`src/rtl/ssq_pkg.sv`:
```
/*
  Constants of the stepper phase sequencer: register map, field positions,
  reset values and timing counts.
  Assumes a 100 MHz pclk and a 32-bit APB register bus.
*/
// Behaviour
// - advance one step per step-clock rising edge only
// - mode low two-phase, high one-two phase
// - direction low forward, high reverse order
// - reset input low holds sequence, outputs off
// - reset release enters winding1_pos plus winding2_neg
// - sequence starts from first gate, continues after
// - mode sampled on step-clock rising edge
package ssq_pkg;
  // ==========================================================
  // register map (byte addresses)
  localparam logic [7:0] SSQ_OFS_CTRL = 8'h00;
  localparam logic [7:0] SSQ_OFS_STATUS = 8'h04;
  localparam logic [7:0] SSQ_OFS_STEPS = 8'h08;

  // ==========================================================
  // control fields
  localparam int SSQ_CTRL_OUT_EN = 0;
  localparam int SSQ_CTRL_SOFT_RST = 1;
  localparam logic SSQ_CTRL_OUT_EN_RST = 1'b1;

  // ==========================================================
  // status fields
  localparam int SSQ_ST_PHASE_LSB = 0;
  localparam int SSQ_ST_INDEX_LSB = 4;
  localparam int SSQ_ST_MODE = 7;
  localparam int SSQ_ST_IN_RESET = 8;
  localparam int SSQ_ST_SHORT_RST = 9;

  // ==========================================================
  // sequence: index 0 is winding1_pos plus winding2_neg
  localparam logic [2:0] SSQ_INDEX_INIT = 3'h0;
  localparam int SSQ_STEP_CNT_W = 16;

  // ==========================================================
  // timing
  localparam int SSQ_CLK_PERIOD_NS = 10;
  localparam int SSQ_RESET_MIN_NS = 20000;
  localparam int SSQ_RESET_MIN_CYC =
    (SSQ_RESET_MIN_NS + SSQ_CLK_PERIOD_NS - 1) / SSQ_CLK_PERIOD_NS;
  localparam int SSQ_RST_CNT_W = 12;
endpackage

```
`src/rtl/ssq_reg_if.sv`:
```
/*
  Signals between the register slave and the sequencer core.
  Assumes both ends run on pclk.
*/
`timescale 1ns/10ps
interface ssq_reg_if;
  logic out_enable;
  logic soft_reset;
  logic short_reset_clr;
  logic [3:0] phase;
  logic [2:0] index;
  logic mode_latched;
  logic in_reset;
  logic short_reset;
  logic [15:0] step_count;

  // register side drives control, reads state
  modport regs (
    output out_enable, soft_reset, short_reset_clr,
    input phase, index, mode_latched, in_reset, short_reset, step_count
  );
  // core side
  modport core (
    input out_enable, soft_reset, short_reset_clr,
    output phase, index, mode_latched, in_reset, short_reset, step_count
  );
endinterface

```
`src/rtl/ssq_apb_regs.sv`:
```
/*
  APB slave with the control, status and step-count registers.
  Assumes APB3 signalling on pclk; one access cycle, never waits.
*/
`timescale 1ns/10ps
module ssq_apb_regs (
  // clock and reset
  input wire logic pclk,
  input wire logic presetn,
  // apb
  input wire logic psel,
  input wire logic penable,
  input wire logic pwrite,
  input wire logic [7:0] paddr,
  input wire logic [31:0] pwdata,
  output logic [31:0] prdata,
  output logic pready,
  output logic pslverr,
  // core
  ssq_reg_if.regs rif
);
  import ssq_pkg::*;

  logic out_enable;
  logic soft_reset;
  logic short_clr;

  // ==========================================================
  // decode
  wire setup = psel & ~penable;
  wire commit = psel & penable & pready;
  wire hit_ctrl = (paddr == SSQ_OFS_CTRL);
  wire hit_status = (paddr == SSQ_OFS_STATUS);
  wire hit_steps = (paddr == SSQ_OFS_STEPS);
  wire mapped = hit_ctrl | hit_status | hit_steps;
  wire [31:0] ctrl_word = {30'h0, 1'b0, out_enable};
  wire [31:0] status_word = {22'h0, rif.short_reset, rif.in_reset,
                             rif.mode_latched, rif.index, rif.phase};
  wire [31:0] steps_word = {16'h0, rif.step_count};
  wire [31:0] read_mux = hit_ctrl ? ctrl_word :
                         hit_status ? status_word :
                         hit_steps ? steps_word : 32'h0;

  // answer prepared in setup so the access cycle completes at once
  always_ff @(posedge pclk or negedge presetn) begin
    if (!presetn) begin
      pready <= 1'b0;
      pslverr <= 1'b0;
      prdata <= 32'h0;
    end else begin
      pready <= setup;
      pslverr <= setup & ~mapped;
      prdata <= (setup & ~pwrite) ? read_mux : 32'h0;
    end
  end

  // writes take effect only on the completing edge
  always_ff @(posedge pclk or negedge presetn) begin
    if (!presetn) begin
      out_enable <= SSQ_CTRL_OUT_EN_RST;
      soft_reset <= 1'b0;
      short_clr <= 1'b0;
    end else begin
      if (commit && pwrite && hit_ctrl) begin
        out_enable <= pwdata[SSQ_CTRL_OUT_EN];
      end
      soft_reset <= commit & pwrite & hit_ctrl & pwdata[SSQ_CTRL_SOFT_RST];
      short_clr <= commit & pwrite & hit_status & pwdata[SSQ_ST_SHORT_RST];
    end
  end

  assign rif.out_enable = out_enable;
  assign rif.soft_reset = soft_reset;
  assign rif.short_reset_clr = short_clr;
endmodule

```
`src/rtl/ssq_top.sv`:
```
/*
  Phase sequencer of a unipolar two-phase stepper driver with an APB
  register window.
  Assumes step_clock, mode_select, direction_select and reset_low_in are
  already synchronous to pclk; noise filtering is done outside.
*/
// Decided for this implementation: the address map and the APB register port.
`timescale 1ns/10ps
module ssq_top (
  // clock and reset
  input wire logic pclk,
  input wire logic presetn,
  // apb
  input wire logic psel,
  input wire logic penable,
  input wire logic pwrite,
  input wire logic [7:0] paddr,
  input wire logic [31:0] pwdata,
  output logic [31:0] prdata,
  output logic pready,
  output logic pslverr,
  // host control pins
  input wire logic step_clock,
  input wire logic mode_select,
  input wire logic direction_select,
  input wire logic reset_low_in,
  // winding phase outputs
  output logic winding1_pos,
  output logic winding1_neg,
  output logic winding2_pos,
  output logic winding2_neg
);
  import ssq_pkg::*;

  ssq_reg_if rif ();

  ssq_apb_regs u_regs (
    .pclk(pclk),
    .presetn(presetn),
    .psel(psel),
    .penable(penable),
    .pwrite(pwrite),
    .paddr(paddr),
    .pwdata(pwdata),
    .prdata(prdata),
    .pready(pready),
    .pslverr(pslverr),
    .rif(rif)
  );

  logic step_prev;
  logic [2:0] index;
  logic mode_latched;
  logic reset_prev;
  logic [SSQ_RST_CNT_W-1:0] reset_cnt;
  logic short_reset;
  logic [SSQ_STEP_CNT_W-1:0] step_count;
  logic [2:0] next_index;
  logic [3:0] next_phase;

  // ==========================================================
  // stepping decisions
  // step_prev resets high: a clock already high at release is no edge
  wire step_rise = step_clock & ~step_prev;
  wire hold_reset = ~reset_low_in | rif.soft_reset;
  wire on_half = index[0];
  // two-phase from a one-phase state moves one to rejoin the even states
  wire [2:0] stride = (mode_select && !on_half) ? 3'h1 :
                      (mode_select) ? 3'h1 :
                      (on_half ? 3'h1 : 3'h2);
  wire [2:0] fwd_index = index + stride;
  wire [2:0] rev_index = index - stride;

  // next position; reset always returns to the first gate state
  always_comb begin
    next_index = index;
    if (hold_reset) begin
      next_index = SSQ_INDEX_INIT;
    end else if (step_rise) begin
      next_index = direction_select ? rev_index : fwd_index;
    end
  end

  // phase pattern of the next position: {w1_pos, w1_neg, w2_pos, w2_neg}
  always_comb begin
    unique case (next_index)
      3'h0: next_phase = 4'b1001;
      3'h1: next_phase = 4'b1000;
      3'h2: next_phase = 4'b1010;
      3'h3: next_phase = 4'b0010;
      3'h4: next_phase = 4'b0110;
      3'h5: next_phase = 4'b0100;
      3'h6: next_phase = 4'b0101;
      3'h7: next_phase = 4'b0001;
    endcase
  end

  // ==========================================================
  // sequence state
  always_ff @(posedge pclk or negedge presetn) begin
    if (!presetn) begin
      step_prev <= 1'b1;
      index <= SSQ_INDEX_INIT;
      mode_latched <= 1'b0;
    end else begin
      step_prev <= step_clock;
      index <= next_index;
      if (hold_reset) begin
        mode_latched <= 1'b0;
      end else if (step_rise) begin
        mode_latched <= mode_select;
      end
    end
  end

  // outputs cut off during reset or when software disables them
  always_ff @(posedge pclk or negedge presetn) begin
    if (!presetn) begin
      winding1_pos <= 1'b0;
      winding1_neg <= 1'b0;
      winding2_pos <= 1'b0;
      winding2_neg <= 1'b0;
    end else if (hold_reset || !rif.out_enable) begin
      winding1_pos <= 1'b0;
      winding1_neg <= 1'b0;
      winding2_pos <= 1'b0;
      winding2_neg <= 1'b0;
    end else begin
      winding1_pos <= next_phase[3];
      winding1_neg <= next_phase[2];
      winding2_pos <= next_phase[1];
      winding2_neg <= next_phase[0];
    end
  end

  // ==========================================================
  // reset width watch: host must hold reset long enough
  wire reset_release = reset_low_in & ~reset_prev;
  wire cnt_full = (reset_cnt == SSQ_RST_CNT_W'(SSQ_RESET_MIN_CYC));
  wire short_set = reset_release & ~cnt_full;

  always_ff @(posedge pclk or negedge presetn) begin
    if (!presetn) begin
      reset_prev <= 1'b1;
      reset_cnt <= '0;
      short_reset <= 1'b0;
    end else begin
      reset_prev <= reset_low_in;
      if (reset_low_in) begin
        reset_cnt <= '0;
      end else if (!cnt_full) begin
        reset_cnt <= reset_cnt + 1'b1;
      end
      // a new event wins over a clear in the same cycle
      if (short_set) begin
        short_reset <= 1'b1;
      end else if (rif.short_reset_clr) begin
        short_reset <= 1'b0;
      end
    end
  end

  // ==========================================================
  // steps taken since the last reset, wraps
  always_ff @(posedge pclk or negedge presetn) begin
    if (!presetn) begin
      step_count <= '0;
    end else if (hold_reset) begin
      step_count <= '0;
    end else if (step_rise) begin
      step_count <= step_count + 1'b1;
    end
  end

  assign rif.phase = {winding1_pos, winding1_neg, winding2_pos, winding2_neg};
  assign rif.index = index;
  assign rif.mode_latched = mode_latched;
  assign rif.in_reset = ~reset_low_in;
  assign rif.short_reset = short_reset;
  assign rif.step_count = step_count;
endmodule

```
`config.mk`:
```
export PLATFORM = sky130hd
export DESIGN_NAME = ssq_top
export DESIGN_NICKNAME = d
export VERILOG_FILES = /design/src/rtl/ssq_pkg.sv /design/src/rtl/ssq_reg_if.sv /design/src/rtl/ssq_apb_regs.sv /design/src/rtl/ssq_top.sv
export SDC_FILE = /design/constraint.sdc
export NUM_CORES = 1
export LEC_CHECK = 0
export ABC_AREA = 1
export BUFFER_PORTS_ARGS = -buffer_cell sky130_fd_sc_hd__buf_2
export CORE_ASPECT_RATIO = 1.25
export CORE_MARGIN = 2
export CORE_UTILIZATION = 35
export DETAILED_ROUTE_END_ITERATION = 16
export PLACE_DENSITY = 0.56
export SYNTH_ARGS = -nofsm -noshare
export SYNTH_HDL_FRONTEND = slang
export SYNTH_HIERARCHICAL = 1
export SYNTH_SLANG_ARGS = --single-unit
```
`constraint.sdc`:
```
create_clock -name pclk -period 2 [get_ports pclk]
set_input_delay 0.3 -clock pclk [delete_from_list [all_inputs] [get_ports pclk]]
set_output_delay 0.3 -clock pclk [all_outputs]
set_load 0.03 [all_outputs]
```
==> reports/qor.yml <==
status: "complete, no violations"
cts_resized: 0
gr-total-overflow: 0
required_ns: 2.22
die_h_um: 111
drt_iter0_drc: 96
path_clk_slew_ns: 0.05
cts_buffers: 9
antenna_found_initial: 0
tns_ns: 0
dr_total_vias: 2637
ff2ff_setup_slack_ns: 0.17
fin_nets: 502
grt_pass1_wl_um: 12300
comb_power_share_pct: 8.7
tritoncts: "built"
diodes: 0
ys_seq_elements: 60
clockPowerShare_pct: 49.0
worstSetupEndpointType: "flop"
htree_levels: 3
drc: 0
cp_max_fo: 4
cpMostUsedCell: "nor2_1"
place_congestion: 0.844
hpwl_um: 5280
fin_util_pct: 42.1
fin_crit_ns: 1.83
slowest_stage: "fa_1"
ys_seq_area_share_pct: 46.8
cts_root_buf: "clkbuf_16"
worstHoldEndpoint: "step_prev"
synthArstFlopShare_pct: 100
r2r_start: "index[0]"
viasPerCell: 4.57
first_global_vias: 2628
p_leak_nw: 1.88
fp.coreArea_um2: 9030
reg2reg_depth: 8
report.final.hold_viol_count: 0
synthCells: 398
fillers: 961
p_seq_share_pct: 42.2
placed_cell_area_um2: 3500
finalSetupViolCount: 0
intPower_mw: 2.28
max_freq_mhz: 545
clk_latency_ns: 0.33
worst_slack_ns: 0.165
cts_buffer_depth: 2
startpoint_type: "flop"
arrival_ns: 2.06
crit_type: "flop to flop"
sw_frac_of_total_pct: 25.4
rsz0062_at_grt: "no"
min-delay-start: "step_clock"
powerDensity_nw_per_um2: 806
ir_drop_v: 0.000492
initial_core_util_pct: 35.6
die_x_um: 89.7
slew_viol_final: 0
r2r_end: "winding2_pos"
holdPathStages: 1
ios: 87
path_cells: "o21ai_0 > fa_1 > nand3_1 > nand3_2 > o21ai_1 > inv_1 > nor2_1 > nor2_1"
final_area_um2: 3800
syn_area_um2: 3220
post-route-period-util_pct: 91.7
cap_violations: 0
max_stage_delay_ns: 0.46
drtPass1Iterations: 4
drive_gt1_share_pct: 22.7
dieArea_um2: 9970
synth_cell_types: 35
ys_warn_count: 6
syn_to_final_growth_pct: 18.1
synth_edf_count: 0
fin_skew_ns: 0.00862
drt_wl_total_um: 7120
p_sw_mw: 0.776
cts.sinks: 60
startpoint: "index[0]"
synth-main-ff-cell: "dfrtp_1"
dp_worst_setup_slack_ns: 0.126
whs_ns: 0.113
avgSynthCellArea_um2: 8.08
hp-class: "input port to flop"
io_buffers: 41
grt_usage_pct: 15.4
grt_max_degree: 32
num_rows: 39
wl_per_cell_um: 12.3
ant_nets: 0
-- cells in the final DEF, fill, tap and decap left out, types with 2 or more instances in the layout --
| cell | count |
|---|---|
| nand4_1 | 4 |
| o21bai_1 | 2 |
| buf_2 | 41 |
| conb_1 | 16 |
| o21ai_0 | 8 |
| nor2_1 | 54 |
| o21ai_1 | 2 |
| dfrtp_1 | 57 |
| nand3_1 | 26 |
| clkbuf_1 | 2 |
| ha_1 | 3 |
| nor2_4 | 6 |
| nand3_2 | 8 |
| clkbuf_16 | 9 |
| nor3_1 | 12 |
| clkinvlp_4 | 2 |
| inv_2 | 6 |
| nand2_1 | 88 |
| a21oi_2 | 3 |
| nor2_2 | 5 |
| a21oi_1 | 20 |
| clkinv_2 | 2 |
| dfstp_2 | 3 |
| inv_1 | 50 |
| buf_4 | 2 |
| nand2_2 | 9 |
-- metrics by stage --
stage,instances,power (mW)
global route,577,3.19
global placement,560,1.57
CTS,577,3.10
floorplan,413,1.50
finish,577,3.06
detailed placement,560,1.58
-- worst max-delay path by stage --
| stage | end | depth (start not counted) | slack [ns] |
|---|---|---|---|
| after floorplan | winding2_pos | 8 | 0.39 |
| after global placement | winding2_pos | 9 | 0.20 |
| after detailed placement | winding2_pos | 9 | 0.13 |
| after CTS | winding2_pos | 8 | 0.14 |
| after global routing | winding2_pos | 8 | 0.002 |
| final | winding2_pos | 8 | 0.17 |
-- layer usage --
| layer | wire length, um | track usage (%) | vias to the layer above |
|---|---|---|---|
| met4 | 170 | 8.00 | 0 |
| met2 | 3650 | 27.0 | 41 |
| li1 | - | - | 1326 |
| met3 | 223 | 3.26 | 12 |
| met5 | 0 | 0 | - |
| met1 | 3080 | 17.7 | 1258 |
-- power by group through the flow --
stage	combinational [mW]	clock [mW]	sequential [mW]
after global routing	0.299	1.59	1.30
after detailed placement	0.269	0	1.31
after CTS	0.272	1.54	1.29
final	0.267	1.50	1.29
after floorplan	0.185	0	1.32
after global placement	0.263	0	1.31
-- critical path, delay by kind of cell (launching register included) --
| family | cells | cell delay [ns] |
|---|---|---|
| buf+inv | 1 | 0.06 |
| compound gates | 2 | 0.44 |
| simple gates | 4 | 0.36 |
| flops | 1 | 0.40 |
| fa+ha+maj | 1 | 0.46 |
-- synth_stat cells (5+ instances only) --
library cell / instances / share of area, %
a21oi_1: 20 / 3.1
buf_4: 16 / 3.7
dfrtp_1: 57 / 44
inv_1: 50 / 5.8
inv_2: 6 / 0.70
nand2_1: 88 / 10
nand2_2: 9 / 1.8
nand3_1: 26 / 4.0
nand3_2: 8 / 2.5
nor2_1: 54 / 6.3
nor2_2: 5 / 0.97
nor2_4: 6 / 2.1
nor3_1: 12 / 1.9
o21ai_0: 8 / 1.2
-- state kept, by name, summed over array words and instances (netlist names), 3 cells and up --
name / count
rif.step_count: 16
u_regs/prdata: 16
reset_cnt: 12
index: 3
-- cell type report --
| type | instances | area, um2 | area share, % |
|---|---|---|---|
| well taps | 123 | 154 | 4.05 |
| repair buffers | 44 | 230 | 6.06 |
| flip-flops and latches | 60 | 1510 | 39.7 |
| inverters | 56 | 210 | 5.54 |
| clock buffers | 11 | 233 | 6.13 |
| clock inverters | 5 | 55.1 | 1.45 |
| multi-input cells | 278 | 1410 | 37.1 |
-- logic make-up after synthesis --
group	after synthesis	synth area share, %
compound gates	39	6.97
flops	60	46.8
fa+ha+maj	4	1.79
buf+inv	75	11.1
simple gates	217	32.6
xor+xnor	2	0.545
other cells	1	0.117
-- repair_timing --
item,4_1_cts,5_1_grt
endpoints found under the hold margin,18,0
hold buffers,1,0
setup buffers,0,0
(Power assumes the default switching activity.)
